==> src/common/port_e_consts.vh <==
// Register offsets, field positions, reset values, the analog threshold and interrupt bits of the port block
`ifndef PORT_E_CONSTS_VH
`define PORT_E_CONSTS_VH
`define OFS_DIR_STATUS    4'h0
`define OFS_PIN_VALUE     4'h4
`define OFS_OUT_LATCH     4'h8
`define OFS_ANALOG_CFG    4'hc
`define OFS_IRQ_STATUS    5'h10
`define OFS_IRQ_MASK      5'h14
`define OFS_SLAVE_DATA_IN 5'h18
`define BIT_IN_PEND       7
`define BIT_OUT_PEND      6
`define BIT_IN_OVR        5
`define BIT_SLAVE_SEL     4
`define RST_DIR_STATUS    8'h07
`define RST_ANALOG_CFG    8'h00
`define ANALOG_DIGITAL_MIN 4'ha
`define IRQ_WRITE_END     0
`define IRQ_READ_END      1
`define IRQ_OVERRUN       2
`endif

==> src/sync_pin.v <==
// Two-stage synchroniser for one pin input
`timescale 1ns/1ps
module sync_pin (
  clock,
  rst,
  din,
  dout
);
  input  wire clock;
  input  wire rst;
  input  wire din;
  output reg  dout;
  reg stage1;
  always @(posedge clock) begin
    if (rst) begin
      stage1 <= 1'b1;
      dout   <= 1'b1;
    end else begin
      stage1 <= din;
      dout   <= stage1;
    end
  end
endmodule // sync_pin

==> src/pin_cell.v <==
// One bidirectional low pin: drive, digital input and analog gating
`timescale 1ns/1ps
module pin_cell (
  clock,
  rst,
  direction,
  latch_bit,
  analog_sel,
  pin_in,
  pin_out,
  pin_oe,
  digital_value,
  raw_value
);
  input  wire clock;
  input  wire rst;
  input  wire direction;
  input  wire latch_bit;
  input  wire analog_sel;
  input  wire pin_in;
  output wire pin_out;
  output wire pin_oe;
  output wire digital_value;
  output wire raw_value;
  // Driven value follows the latch whatever the analog setting
  assign pin_out = latch_bit;
  assign pin_oe  = ~direction;
  sync_pin u_sync (
    .clock (clock),
    .rst   (rst),
    .din   (pin_in),
    .dout  (raw_value)
  );
  // Analog selection blanks the digital path to zero
  assign digital_value = direction & ~analog_sel & raw_value;
endmodule // pin_cell

==> src/port_e_block.v <==
// Three-pin port with top input pin, slave port control and status over Wishbone
// Operation
// - On the small package only the top input bit exists and only while master clear is disabled.
// - A low pin with direction 0 is driven from its latch bit, regardless of analog selection.
// - A low pin with direction 1 is sampled as a digital input, reading 0 while analog is selected.
// - After reset the three low pins are analog inputs for converter channels 5, 6 and 7.
// - With slave port mode and direction 1, pin 0 is the active-low read strobe.
// - With slave port mode and direction 1, pin 1 is the active-low write strobe.
// - With slave port mode, pin 2 is the active-low chip select.
// - With master clear enabled, the top pin is the external master clear input.
// - With master clear disabled, the top pin reads at bit 3 of the value register, else bit 3 is 0.
// - The top pin has no direction or latch bit and is never driven.
// - The low pins and their bits exist only on the large package; the top pin on all. On the small package the direction bits 2..0 still read 1.
// - Unimplemented bits read as 0: value 7..4, latch 7..3, direction bit 3.
// - Slave port mode bit 4 enables the slave port; clear leaves general-purpose pins.
// - Input word pending is set when an external write to the slave port ends.
// - Output word pending is cleared when the external master reads the slave data.
//
// Local design decisions: the address map and the Wishbone slave port.
`timescale 1ns/1ps
`include "port_e_consts.vh"
module port_e_block #(
  parameter LARGE_PACKAGE = 1
) (
  clock,
  rst,
  wb_cyc_i,
  wb_stb_i,
  wb_we_i,
  wb_adr_i,
  wb_dat_i,
  wb_sel_i,
  wb_dat_o,
  wb_ack_o,
  master_clear_enable_cfg,
  pin_in,
  pin_out,
  pin_oe,
  port_top_input_pin,
  master_clear_n,
  analog_channel_enable,
  slave_bus_in,
  slave_bus_out,
  slave_bus_oe,
  out_word_load,
  out_word,
  irq
);
  input  wire        clock;
  input  wire        rst;
  input  wire        wb_cyc_i;
  input  wire        wb_stb_i;
  input  wire        wb_we_i;
  input  wire [7:0]  wb_adr_i;
  input  wire [31:0] wb_dat_i;
  input  wire [3:0]  wb_sel_i;
  output reg  [31:0] wb_dat_o;
  output reg         wb_ack_o;
  input  wire        master_clear_enable_cfg;
  input  wire [2:0]  pin_in;
  output wire [2:0]  pin_out;
  output wire [2:0]  pin_oe;
  input  wire        port_top_input_pin;
  output reg         master_clear_n;
  output wire [2:0]  analog_channel_enable;
  input  wire [7:0]  slave_bus_in;
  output reg  [7:0]  slave_bus_out;
  output wire        slave_bus_oe;
  input  wire        out_word_load;
  input  wire [7:0]  out_word;
  output wire        irq;

  ////////////////////////////////////////////////////////////////////////////
  // Registers
  reg  [2:0] pin_direction;
  reg  [2:0] out_latch;
  reg        slave_port_select;
  reg        input_word_pending;
  reg        output_word_pending;
  reg        input_overrun;
  reg  [7:0] analog_cfg;
  reg  [7:0] slave_data_in;
  reg  [2:0] irq_status;
  reg  [2:0] irq_mask;
  reg        top_sync1;
  reg        top_value;
  reg        write_active;
  reg        read_active;
  wire [2:0] digital_value;
  wire [2:0] raw_value;
  wire       analog_sel_any;
  wire       low_present;
  wire       top_present;
  wire       bus_req;
  wire       bus_wr;
  wire       bus_rd;
  wire       strobe_rd_low;
  wire       strobe_wr_low;
  wire       chip_sel_low;
  wire       ext_write;
  wire       ext_read;
  wire       write_end;
  wire       read_end;
  wire [2:0] irq_event;
  reg  [7:0] read_mux;
  wire       hit_dir;
  wire       hit_latch;
  wire       hit_analog;
  wire       hit_irq_status;
  wire       hit_irq_mask;
  wire       hit_data_in;
  localparam [7:0] DIR_RESET = `RST_DIR_STATUS;

  assign low_present = (LARGE_PACKAGE != 0);
  assign top_present = ~master_clear_enable_cfg;

  ////////////////////////////////////////////////////////////////////////////
  // Low pins
  // Configuration values below the threshold keep the pins analog
  assign analog_sel_any = (analog_cfg[3:0] < `ANALOG_DIGITAL_MIN);
  assign analog_channel_enable = low_present ? {3{analog_sel_any}} : 3'h0;

  genvar gi;
  generate
    for (gi = 0; gi < 3; gi = gi + 1) begin : g_pin
      pin_cell u_cell (
        .clock         (clock),
        .rst           (rst),
        .direction     (pin_direction[gi] | ~low_present),
        .latch_bit     (out_latch[gi]),
        .analog_sel    (analog_sel_any),
        .pin_in        (pin_in[gi]),
        .pin_out       (pin_out[gi]),
        .pin_oe        (pin_oe[gi]),
        .digital_value (digital_value[gi]),
        .raw_value     (raw_value[gi])
      );
    end
  endgenerate

  ////////////////////////////////////////////////////////////////////////////
  // Top pin, never driven
  always @(posedge clock) begin
    if (rst) begin
      top_sync1      <= 1'b1;
      top_value      <= 1'b1;
      master_clear_n <= 1'b1;
    end else begin
      top_sync1      <= port_top_input_pin;
      top_value      <= top_sync1;
      master_clear_n <= master_clear_enable_cfg ? top_value : 1'b1;
    end
  end

  ////////////////////////////////////////////////////////////////////////////
  // Slave port strobes
  assign strobe_rd_low = slave_port_select & pin_direction[0] & ~raw_value[0];
  assign strobe_wr_low = slave_port_select & pin_direction[1] & ~raw_value[1];
  assign chip_sel_low  = slave_port_select & low_present & ~raw_value[2];
  assign ext_write = chip_sel_low & strobe_wr_low;
  assign ext_read  = chip_sel_low & strobe_rd_low;
  assign write_end = write_active & ~ext_write;
  assign read_end  = read_active & ~ext_read;
  assign slave_bus_oe = read_active;
  assign irq_event = {write_end & input_word_pending, read_end, write_end};

  always @(posedge clock) begin
    if (rst) begin
      write_active  <= 1'b0;
      read_active   <= 1'b0;
    end else begin
      write_active <= ext_write;
      read_active  <= ext_read;
    end
  end

  ////////////////////////////////////////////////////////////////////////////
  // Data words: last byte seen during a write, and the word offered to reads
  always @(posedge clock) begin
    if (rst) begin
      slave_data_in <= 8'h00;
      slave_bus_out <= 8'h00;
    end else begin
      if (ext_write) begin
        slave_data_in <= slave_bus_in;
      end
      if (out_word_load) begin
        slave_bus_out <= out_word;
      end
    end
  end

  ////////////////////////////////////////////////////////////////////////////
  // Wishbone slave
  assign bus_req = wb_cyc_i & wb_stb_i & ~wb_ack_o;
  assign bus_wr  = bus_req & wb_we_i & wb_sel_i[0];
  assign bus_rd  = bus_req & ~wb_we_i;
  // One decode per register, shared by the write and clear paths
  assign hit_dir        = (wb_adr_i == {4'h0, `OFS_DIR_STATUS});
  assign hit_latch      = (wb_adr_i == {4'h0, `OFS_OUT_LATCH});
  assign hit_analog     = (wb_adr_i == {4'h0, `OFS_ANALOG_CFG});
  assign hit_irq_status = (wb_adr_i == {3'h0, `OFS_IRQ_STATUS});
  assign hit_irq_mask   = (wb_adr_i == {3'h0, `OFS_IRQ_MASK});
  assign hit_data_in    = (wb_adr_i == {3'h0, `OFS_SLAVE_DATA_IN});

  always @* begin
    read_mux = 8'h00;
    case (wb_adr_i)
      {4'h0, `OFS_DIR_STATUS}: read_mux = {input_word_pending, output_word_pending, input_overrun,
                                           slave_port_select, 1'b0, pin_direction};
      {4'h0, `OFS_PIN_VALUE}:  read_mux = {4'h0, top_present & top_value,
                                           low_present ? digital_value : 3'h0};
      {4'h0, `OFS_OUT_LATCH}:  read_mux = {5'h00, out_latch};
      {4'h0, `OFS_ANALOG_CFG}: read_mux = analog_cfg;
      {3'h0, `OFS_IRQ_STATUS}: read_mux = {5'h00, irq_status};
      {3'h0, `OFS_IRQ_MASK}:   read_mux = {5'h00, irq_mask};
      {3'h0, `OFS_SLAVE_DATA_IN}: read_mux = slave_data_in;
      default:                 read_mux = 8'h00;
    endcase
  end

  always @(posedge clock) begin
    if (rst) begin
      wb_ack_o <= 1'b0;
      wb_dat_o <= 32'h00000000;
    end else begin
      wb_ack_o <= bus_req;
      wb_dat_o <= bus_rd ? {24'h000000, read_mux} : 32'h00000000;
    end
  end

  ////////////////////////////////////////////////////////////////////////////
  // Control bits
  always @(posedge clock) begin
    if (rst) begin
      pin_direction       <= DIR_RESET[2:0];
      slave_port_select   <= 1'b0;
      out_latch           <= 3'h0;
      analog_cfg          <= `RST_ANALOG_CFG;
      irq_mask            <= 3'h0;
    end else begin
      if (bus_wr && hit_dir) begin
        if (low_present) begin
          pin_direction <= wb_dat_i[2:0];
        end
        slave_port_select <= wb_dat_i[`BIT_SLAVE_SEL] & low_present;
      end
      if (bus_wr && hit_latch && low_present) begin
        out_latch <= wb_dat_i[2:0];
      end
      if (bus_wr && hit_analog) begin
        analog_cfg <= wb_dat_i[7:0];
      end
      if (bus_wr && hit_irq_mask) begin
        irq_mask <= wb_dat_i[2:0];
      end
    end
  end

  ////////////////////////////////////////////////////////////////////////////
  // Slave port status flags, set wins over software clear
  always @(posedge clock) begin
    if (rst) begin
      input_word_pending  <= 1'b0;
      output_word_pending <= 1'b0;
      input_overrun       <= 1'b0;
    end else begin
      // Writing zero to the overrun bit clears it
      if (bus_wr && hit_dir && !wb_dat_i[`BIT_IN_OVR]) begin
        input_overrun <= 1'b0;
      end
      // Reading the input word consumes it
      if (bus_rd && hit_data_in) begin
        input_word_pending <= 1'b0;
      end
      if (out_word_load) begin
        output_word_pending <= 1'b1;
      end
      if (ext_read) begin
        output_word_pending <= 1'b0;
      end
      if (write_end) begin
        input_word_pending <= 1'b1;
        if (input_word_pending) begin
          input_overrun <= 1'b1;
        end
      end
    end
  end

  ////////////////////////////////////////////////////////////////////////////
  // Interrupt status, write one to clear, set wins
  always @(posedge clock) begin
    if (rst) begin
      irq_status <= 3'h0;
    end else begin
      if (bus_wr && hit_irq_status) begin
        irq_status <= (irq_status & ~wb_dat_i[2:0]) | irq_event;
      end else begin
        irq_status <= irq_status | irq_event;
      end
    end
  end

  assign irq = |(irq_status & irq_mask);
endmodule // port_e_block

==> config.mk <==
export PLATFORM = sky130hd
export DESIGN_NAME = port_e_block
export DESIGN_NICKNAME = d
export VERILOG_FILES = /design/src/sync_pin.v /design/src/pin_cell.v /design/src/port_e_block.v
export VERILOG_INCLUDE_DIRS = /design/src /design/src/common
export SDC_FILE = /design/constraint.sdc
export NUM_CORES = 1
export LEC_CHECK = 0
export ABC_AREA = 0
export BUFFER_PORTS_ARGS = -buffer_cell sky130_fd_sc_hd__buf_2
export CAP_MARGIN = 20
export CELL_PAD_IN_SITES_DETAIL_PLACEMENT = 1
export CELL_PAD_IN_SITES_GLOBAL_PLACEMENT = 1
export CORE_MARGIN = 2
export CORE_UTILIZATION = 37
export CTS_BUF_LIST = sky130_fd_sc_hd__clkbuf_8
export DETAILED_ROUTE_END_ITERATION = 16
export GPL_ROUTABILITY_DRIVEN = 0
export HOLD_SLACK_MARGIN = 0.15
export PLACE_DENSITY_LB_ADDON = 0.05
export SLEW_MARGIN = 20
export SYNTH_ARGS = -nofsm -noshare
export SYNTH_HDL_FRONTEND = slang
export SYNTH_SLANG_ARGS = --single-unit
==> constraint.sdc <==
create_clock -name clock -period 6.87 [get_ports clock]
set_clock_uncertainty 0.05 [all_clocks]
set_input_delay 2.061 -clock clock [delete_from_list [all_inputs] [get_ports clock]]
set_output_delay 2.061 -clock clock [all_outputs]
set_load 0.05 [all_outputs]
==> metrics, run 1 <==
count of buffer and inverter cells on the critical path=1; global-route usage over all layers=0.175; Period Utilization, post-route=0.555; delay of the slowest cell on the worst path=about 0.70 ns; Worst setup SP type=primary input; post-synthesis share of cell area spent on and, or, nand and nor gates=0.201; number of rows in the core area=30; Net Switching=roughly 200 uW; total via count in the routed design=2168; highest net fanout along the worst path=17; outcome=completed; mux cell area share after synthesis=0.110; Max stage delay cell, worst path=sky130_fd_sc_hd__or4b_2; number of slew-limit violations in the final report=0; path class of the lowest-slack min-delay path=reg -> reg; sequential share of power=0.503; Crit Path Category=in -> reg; Setup TNS=0 ns; Compound-Gate Fraction of Synth Area=0.105; WP data required=~7.0 ns; Synth Instances=just under 300; GRT Residual Overflow=0; HPWL after detailed placement=~4900 um; Hold Crit Start=g_pin[0].u_cell.u_sync.stage1$_SDFF_PP1_; starting density of the core=0.387; stages on the worst setup path=5; endpoint with the worst hold slack=g_pin[0].u_cell.u_sync.dout$_SDFF_PP1_; Design Area, Final=~3100 sq um; I/O pin total=between 100 and 150; die area=a little under 8000 sq um; P_leak=between 0.001 and 0.0015 uW; average size of a mapped cell=9.25 sq um; hold path cells=1; setup fix buffers added after clock tree synthesis=0; parity-gate share of the synthesized area counting xor and xnor cells=0; number of buffers on the longest clock path=2; clock net sink count=60; share of the synthesized area in the top cell type=0.449; Max Clk Rate=between 200 and 300 MHz; Post-CTS Hold Fix Bufs=0; initial antenna violation count=0; detail-routed net length per standard cell=14.5 um; power share of the clock group=0.381; path depth of the worst reg2reg path=4; port bufs=72; Via density=around 4.8; CP Capture Type=flop; adder and majority cell fraction of the synthesized area=0; Clk Latency, worst-skew pair=about 0.33 ns; setup repair after global routing missed its margin=no; Data arrival, critical path=between 3 and 4 ns; Area growth syn-to-layout=15.9%; Total Nets Final=~420; cell family contributing the most delay on the critical path=simple AND/OR/NAND/NOR gates; total internal power=a little over 500 uW; max-slew headroom at the worst pin=0.417; share of cells above drive strength 1=0.307; area after detailed placement=approximately 2900 sq um; number of distinct library cells after synthesis=39; Comb pwr share=0.116; maximum number of pins on one net before global-route repair=50; ANT nets after route=0; fraction of power spent switching nets=0.281; max-cap viol count=0; end of the worst register-to-register path=irq_status[2]$_SDFF_PP0_; flop and latch count out of synthesis=60; DIE WIDTH=roughly 89 um; CTS Buf Count=9; synthesis warning total=0; count of final hold-check violations=0; antenna diode instance count=0; Std-Cell Core Area=slightly below 7000 sq um; number of gates resized after CTS=0; cells taking the most area after synthesis=sky130_fd_sc_hd__dfxtp_1 (45%), sky130_fd_sc_hd__mux2i_1 (9.7%), sky130_fd_sc_hd__buf_4 (9.3%); Critical R2R Launch=wb_ack_o$_SDFF_PP0_; sequential share of the synthesized area=0.449; main combinational cell family by area after synthesis=simple AND/OR/NAND/NOR gates; DRC violation count after routing=0; root buffer selected by CTS=sky130_fd_sc_hd__clkbuf_8; Post-Syn Area=2670 sq um; deepest level of the CTS H-tree=3; clock transition at the register clock pins on the worst setup and hold paths after CTS=0.07 ns; power density over the cells=around 230 nW/um^2; Worst Max-Slew Pin Slew=around 0.87 ns; Vert. Die Dim=between 80 and 90 um; Worst Hold Margin=about 0.36 ns; core utilization of the finished layout=0.449; wire length of the first global-routing pass=roughly 10000 um; flop-to-flop setup slack=4.93 ns; dominant cell type by area after synthesis=sky130_fd_sc_hd__dfxtp_1; final wirelength=roughly 6600 um; Peak supply drop=0.137 mV; clock tree from TritonCTS=done; post-route minimum period=3.82 ns; drt first pass iters=4; number of global-route vias before repair=slightly above 2000; cells along the critical path=buf_2, or4b_2, nor4_1, a21bo_2, a21oi_1; Power, Total=708 uW; number of violations reported at the end of detailed-routing iteration 0=slightly above 70; setup violators final=0
[power groups by stage]
stage / Sequential [uW] / Clock, uW / Combinational, uW
2_1_floorplan: 374 / 0 / 60.0
3_3_place_gp: 364 / 0 / 81.9
3_5_place_dp: 364 / 0 / 82.5
4_1_cts: 356 / 281 / 82.5
5_1_grt: 357 / 298 / 88.2
6_report: 356 / 270 / 82.1
[sequential cells by signal, summed over array words and instances, names as in the netlist, 3 cells and up]
name and cells:
pin_direction 3, slave_data_in 8, analog_cfg 8, wb_dat_o 8, g_pin.u_cell.u_sync.dout 3, out_latch 3
irq_status 3, slave_bus_out 8, g_pin.u_cell.u_sync.stage1 3, irq_mask 3
[cells by family after synthesis]
kind of cell | Yosys count
AND/OR/NAND/NOR | 103
other | 1
buffers and inverters | 56
AO/OA/AOI/OAI | 40
flip-flops | 60
multiplexers | 29
[per-layer routing]
layer / up-vias / GRT usage / wire (um)
li1: 1073 / - / -
met1: 1020 / 0.219 / 2860
met2: 69 / 0.291 / 3210
met3: 6 / 0.0563 / 421
met4: 0 / 0.0448 / 64
met5: - / 0 / 0
[worst max-delay path by stage]
stage,start,end
2_1_floorplan,wb_adr_i[4],analog_cfg[0]$_SDFFE_PP0P_
3_3_place_gp,wb_adr_i[4],irq_status[2]$_SDFF_PP0_
3_5_place_dp,wb_adr_i[4],irq_status[2]$_SDFF_PP0_
4_1_cts,wb_adr_i[4],irq_status[2]$_SDFF_PP0_
5_1_grt,wb_adr_i[4],irq_status[2]$_SDFF_PP0_
6_report,wb_adr_i[4],irq_status[2]$_SDFF_PP0_
[placed cells by master, fill, tap and decap left out, types with 2 or more instances in the layout]
| master | n |
|---|---|
| sky130_fd_sc_hd__nor3_1 | 2 |
| sky130_fd_sc_hd__a22oi_1 | 4 |
| sky130_fd_sc_hd__mux2i_1 | 26 |
| sky130_fd_sc_hd__a221oi_1 | 3 |
| sky130_fd_sc_hd__mux2_2 | 3 |
| sky130_fd_sc_hd__conb_1 | 24 |
| sky130_fd_sc_hd__nor2_1 | 39 |
| sky130_fd_sc_hd__a21oi_1 | 15 |
| sky130_fd_sc_hd__or4b_2 | 3 |
| sky130_fd_sc_hd__nor4_1 | 4 |
| sky130_fd_sc_hd__clkbuf_8 | 10 |
| sky130_fd_sc_hd__or4_4 | 2 |
| sky130_fd_sc_hd__nand3_1 | 4 |
| sky130_fd_sc_hd__or4_1 | 3 |
| sky130_fd_sc_hd__clkinv_2 | 4 |
| sky130_fd_sc_hd__inv_1 | 11 |
| sky130_fd_sc_hd__nor4_4 | 2 |
| sky130_fd_sc_hd__a222oi_1 | 2 |
| sky130_fd_sc_hd__dfxtp_1 | 60 |
| sky130_fd_sc_hd__o211ai_1 | 3 |
| sky130_fd_sc_hd__a311oi_1 | 2 |
| sky130_fd_sc_hd__buf_2 | 72 |
| sky130_fd_sc_hd__o32ai_1 | 3 |
| sky130_fd_sc_hd__or2_2 | 8 |
| sky130_fd_sc_hd__a31oi_1 | 2 |
| sky130_fd_sc_hd__nand2_1 | 29 |
[area by class of cell]
type	count	area [sq um]
fillers	882	3810
multi-input cells	196	1200
flip-flops and latches	60	1200
repair buffers	73	368
clock buffers	10	138
well taps	96	120
inverters	10	37.5
clock inverters	6	31.3
[cell usage after synthesis, drive strengths merged]
library cell,number
dfxtp,60
nor2,39
buf,36
nand2,29
mux2i,26
a21oi,15
clkbuf,10
inv,10
or2,8
nor4,7
or4,5
a22oi,4
nand3,4
a221oi,3
mux2,3
o211ai,3
o32ai,3
or4b,3
a222oi,2
a311oi,2
a31oi,2
nor3,2
a21bo,1
a21o,1
a32oi,1
conb,1
nand3b,1
nand4,1
nor3b,1
o211a,1
o21ai,1
o41ai,1
or3,1
or3b,1
or4bb,1
[stage by stage]
| step | setup WS (ns) | cells |
|---|---|---|
| floorplan | 3.02 | 312 |
| global placement | 2.72 | 435 |
| detailed placement | 2.70 | 435 |
| CTS | 3.08 | 451 |
| global route | 2.96 | 451 |
| finish | 3.05 | 451 |
No activity file was read; power rests on OpenSTA's default activity.
==> inputs of run 2 (changes only) <==
- CORE_UTILIZATION: 37 -> 35
- clock period: 6.87 -> 3.7 ns (I/O delays scaled with it)
==> run 2 against run 1 <==
  * Sequential share of layout area down 0.57 points
  * Via count unchanged
  * First-iteration DRC count rose by 41%
  * Worst hold slack is essentially flat
  * Utilization decreased by 2.0 points
  * Combinational power is 90% higher
  * Non-clock buffer count increased by 4
  * Global-route usage decreased by 0.12 points
  * Routed wire length up 4.6%
  * Register-to-register slack got worse by 3.1 ns
  * Critical path depth did not move
  * Sequential cell count is the same
==> metrics, run 2 (same netlist as run 1, synthesis figures left out) <==
Design Area, Final=3140 sq um; maximum number of pins on one net before global-route repair=22; drt first pass iters=5; Vert. Die Dim=about 91 um; end of the worst register-to-register path=irq_status[2]$_SDFF_PP0_; Hold Crit Start=g_pin[1].u_cell.u_sync.stage1$_SDFF_PP1_; ANT nets after route=0; WP data required=just under 4 ns; Worst Max-Slew Pin Slew=approximately 0.71 ns; count of final hold-check violations=0; Setup TNS=0 ns; setup fix buffers added after clock tree synthesis=0; I/O pin total=124; number of violations reported at the end of detailed-routing iteration 0=100; core utilization of the finished layout=0.429; number of rows in the core area=31; antenna diode instance count=0; Peak supply drop=just over 0.2 mV; P_leak=~0.0014 uW; DIE WIDTH=just over 90 um; Via density=about 4.7; flop-to-flop setup slack=1.78 ns; final wirelength=slightly below 7000 um; Total Nets Final=around 430; CP Capture Type=flop; clock net sink count=60; CTS Buf Count=9; HPWL after detailed placement=around 5200 um; starting density of the core=0.365; Period Utilization, post-route=0.763; setup violators final=0; Max Clk Rate=354 MHz; total via count in the routed design=around 2200; commonest non-fill, non-tap cell in the layout=sky130_fd_sc_hd__buf_2; detail-routed net length per standard cell=between 10 and 15 um; power density over the cells=431 nW/um^2; max-slew headroom at the worst pin=0.521; post-route minimum period=~2.8 ns; hold path cells=1; Post-CTS Hold Fix Bufs=0; initial antenna violation count=0; path class of the lowest-slack min-delay path=reg -> reg; wire length of the first global-routing pass=11000 um; number of slew-limit violations in the final report=0; root buffer selected by CTS=sky130_fd_sc_hd__clkbuf_8; number of gates resized after CTS=0; Worst setup SP type=primary input; path depth of the worst reg2reg path=4; GRT Residual Overflow=0; global-route usage over all layers=0.173; top library cells by usage in the layout, fill and taps aside=sky130_fd_sc_hd__buf_2 (72), sky130_fd_sc_hd__dfxtp_1 (60), sky130_fd_sc_hd__nor2_1 (39); highest net fanout along the worst path=9; number of global-route vias before repair=roughly 2200; clock transition at the register clock pins on the worst setup and hold paths after CTS=approximately 0.070 ns; Data arrival, critical path=approximately 3.0 ns; Clk Latency, worst-skew pair=approximately 0.34 ns; deepest level of the CTS H-tree=3; endpoint with the worst hold slack=g_pin[1].u_cell.u_sync.dout$_SDFF_PP1_; Critical R2R Launch=wb_ack_o$_SDFF_PP0_; port bufs=72; max-cap viol count=0; DRC violation count after routing=0; outcome=completed; number of buffers on the longest clock path=2; clock tree from TritonCTS=done; share of cells above drive strength 1=0.309; die area=8350 sq um; setup repair after global routing missed its margin=no; Std-Cell Core Area=7330 sq um; Crit Path Category=in -> reg; area after detailed placement=slightly below 3000 sq um; Area growth syn-to-layout=17.6%
==> run 2: cell count changes in the layout (fill, tap and decap cells not counted) <==
cell                         delta
sky130_fd_sc_hd__buf_4          +4
sky130_fd_sc_hd__clkbuf_8       +2
sky130_fd_sc_hd__clkinv_2       -3
sky130_fd_sc_hd__clkinvlp_4     -1
sky130_fd_sc_hd__inv_1          +2
==> run 2: through the flow <==
stage	setup WS [ns]	power (uW)	cells	hold slack [ns]
after global routing	0.781	1420	458	0.380
after global placement	0.596	831	442	0.341
after floorplan	0.804	806	312	0.339
after CTS	0.868	1370	458	0.366
after detailed placement	0.498	833	442	0.349
final	0.876	1350	458	0.361
==> run 2: critical path, cell delays in order <==
cell and delay, ns:
sky130_fd_sc_hd__buf_2 0.15, sky130_fd_sc_hd__or4_1 0.73, sky130_fd_sc_hd__nor4_1 0.70, sky130_fd_sc_hd__a21bo_2 0.25
sky130_fd_sc_hd__a21oi_1 0.06
==> run 2: how the worst max path moves through the flow <==
stage           startpoint  depth (start not counted)                          to
6_report       wb_adr_i[3]                          5    irq_status[2]$_SDFF_PP0_
5_1_grt        wb_adr_i[3]                          5    irq_status[2]$_SDFF_PP0_
4_1_cts        wb_adr_i[3]                          5    irq_status[2]$_SDFF_PP0_
3_5_place_dp   wb_adr_i[3]                          5    irq_status[2]$_SDFF_PP0_
3_3_place_gp   wb_adr_i[3]                          5    irq_status[2]$_SDFF_PP0_
2_1_floorplan  wb_adr_i[4]                          7  analog_cfg[0]$_SDFFE_PP0P_
==> run 2: power by group <==
part / internal [uW] / switching, uW / leakage [uW]
sequential: 657 / 5.11 / 0.000487
clock: 290 / 247 / 0.000106
combinational: 37.4 / 118 / 0.000816
==> run 2: metal layers <==
layer / global-route usage / vias up / part of all wire
met5: 0 / - / 0
met4: 0.0518 / 0 / 0.018
met3: 0.0705 / 12 / 0.061
met2: 0.271 / 72 / 0.46
met1: 0.219 / 1007 / 0.46
li1: - / 1077 / -
==> run 2: area by class of cell <==
| cell class | count | area, sq um |
|---|---|---|
| Clock inverter | 4 | 16.3 |
| Tap cell | 99 | 124 |
| Multi-Input combinational cell | 196 | 1200 |
| Timing Repair Buffer | 77 | 398 |
| Fill cell | 880 | 4190 |
| Clock buffer | 12 | 165 |
| Inverter | 10 | 37.5 |
| Sequential cell | 60 | 1200 |
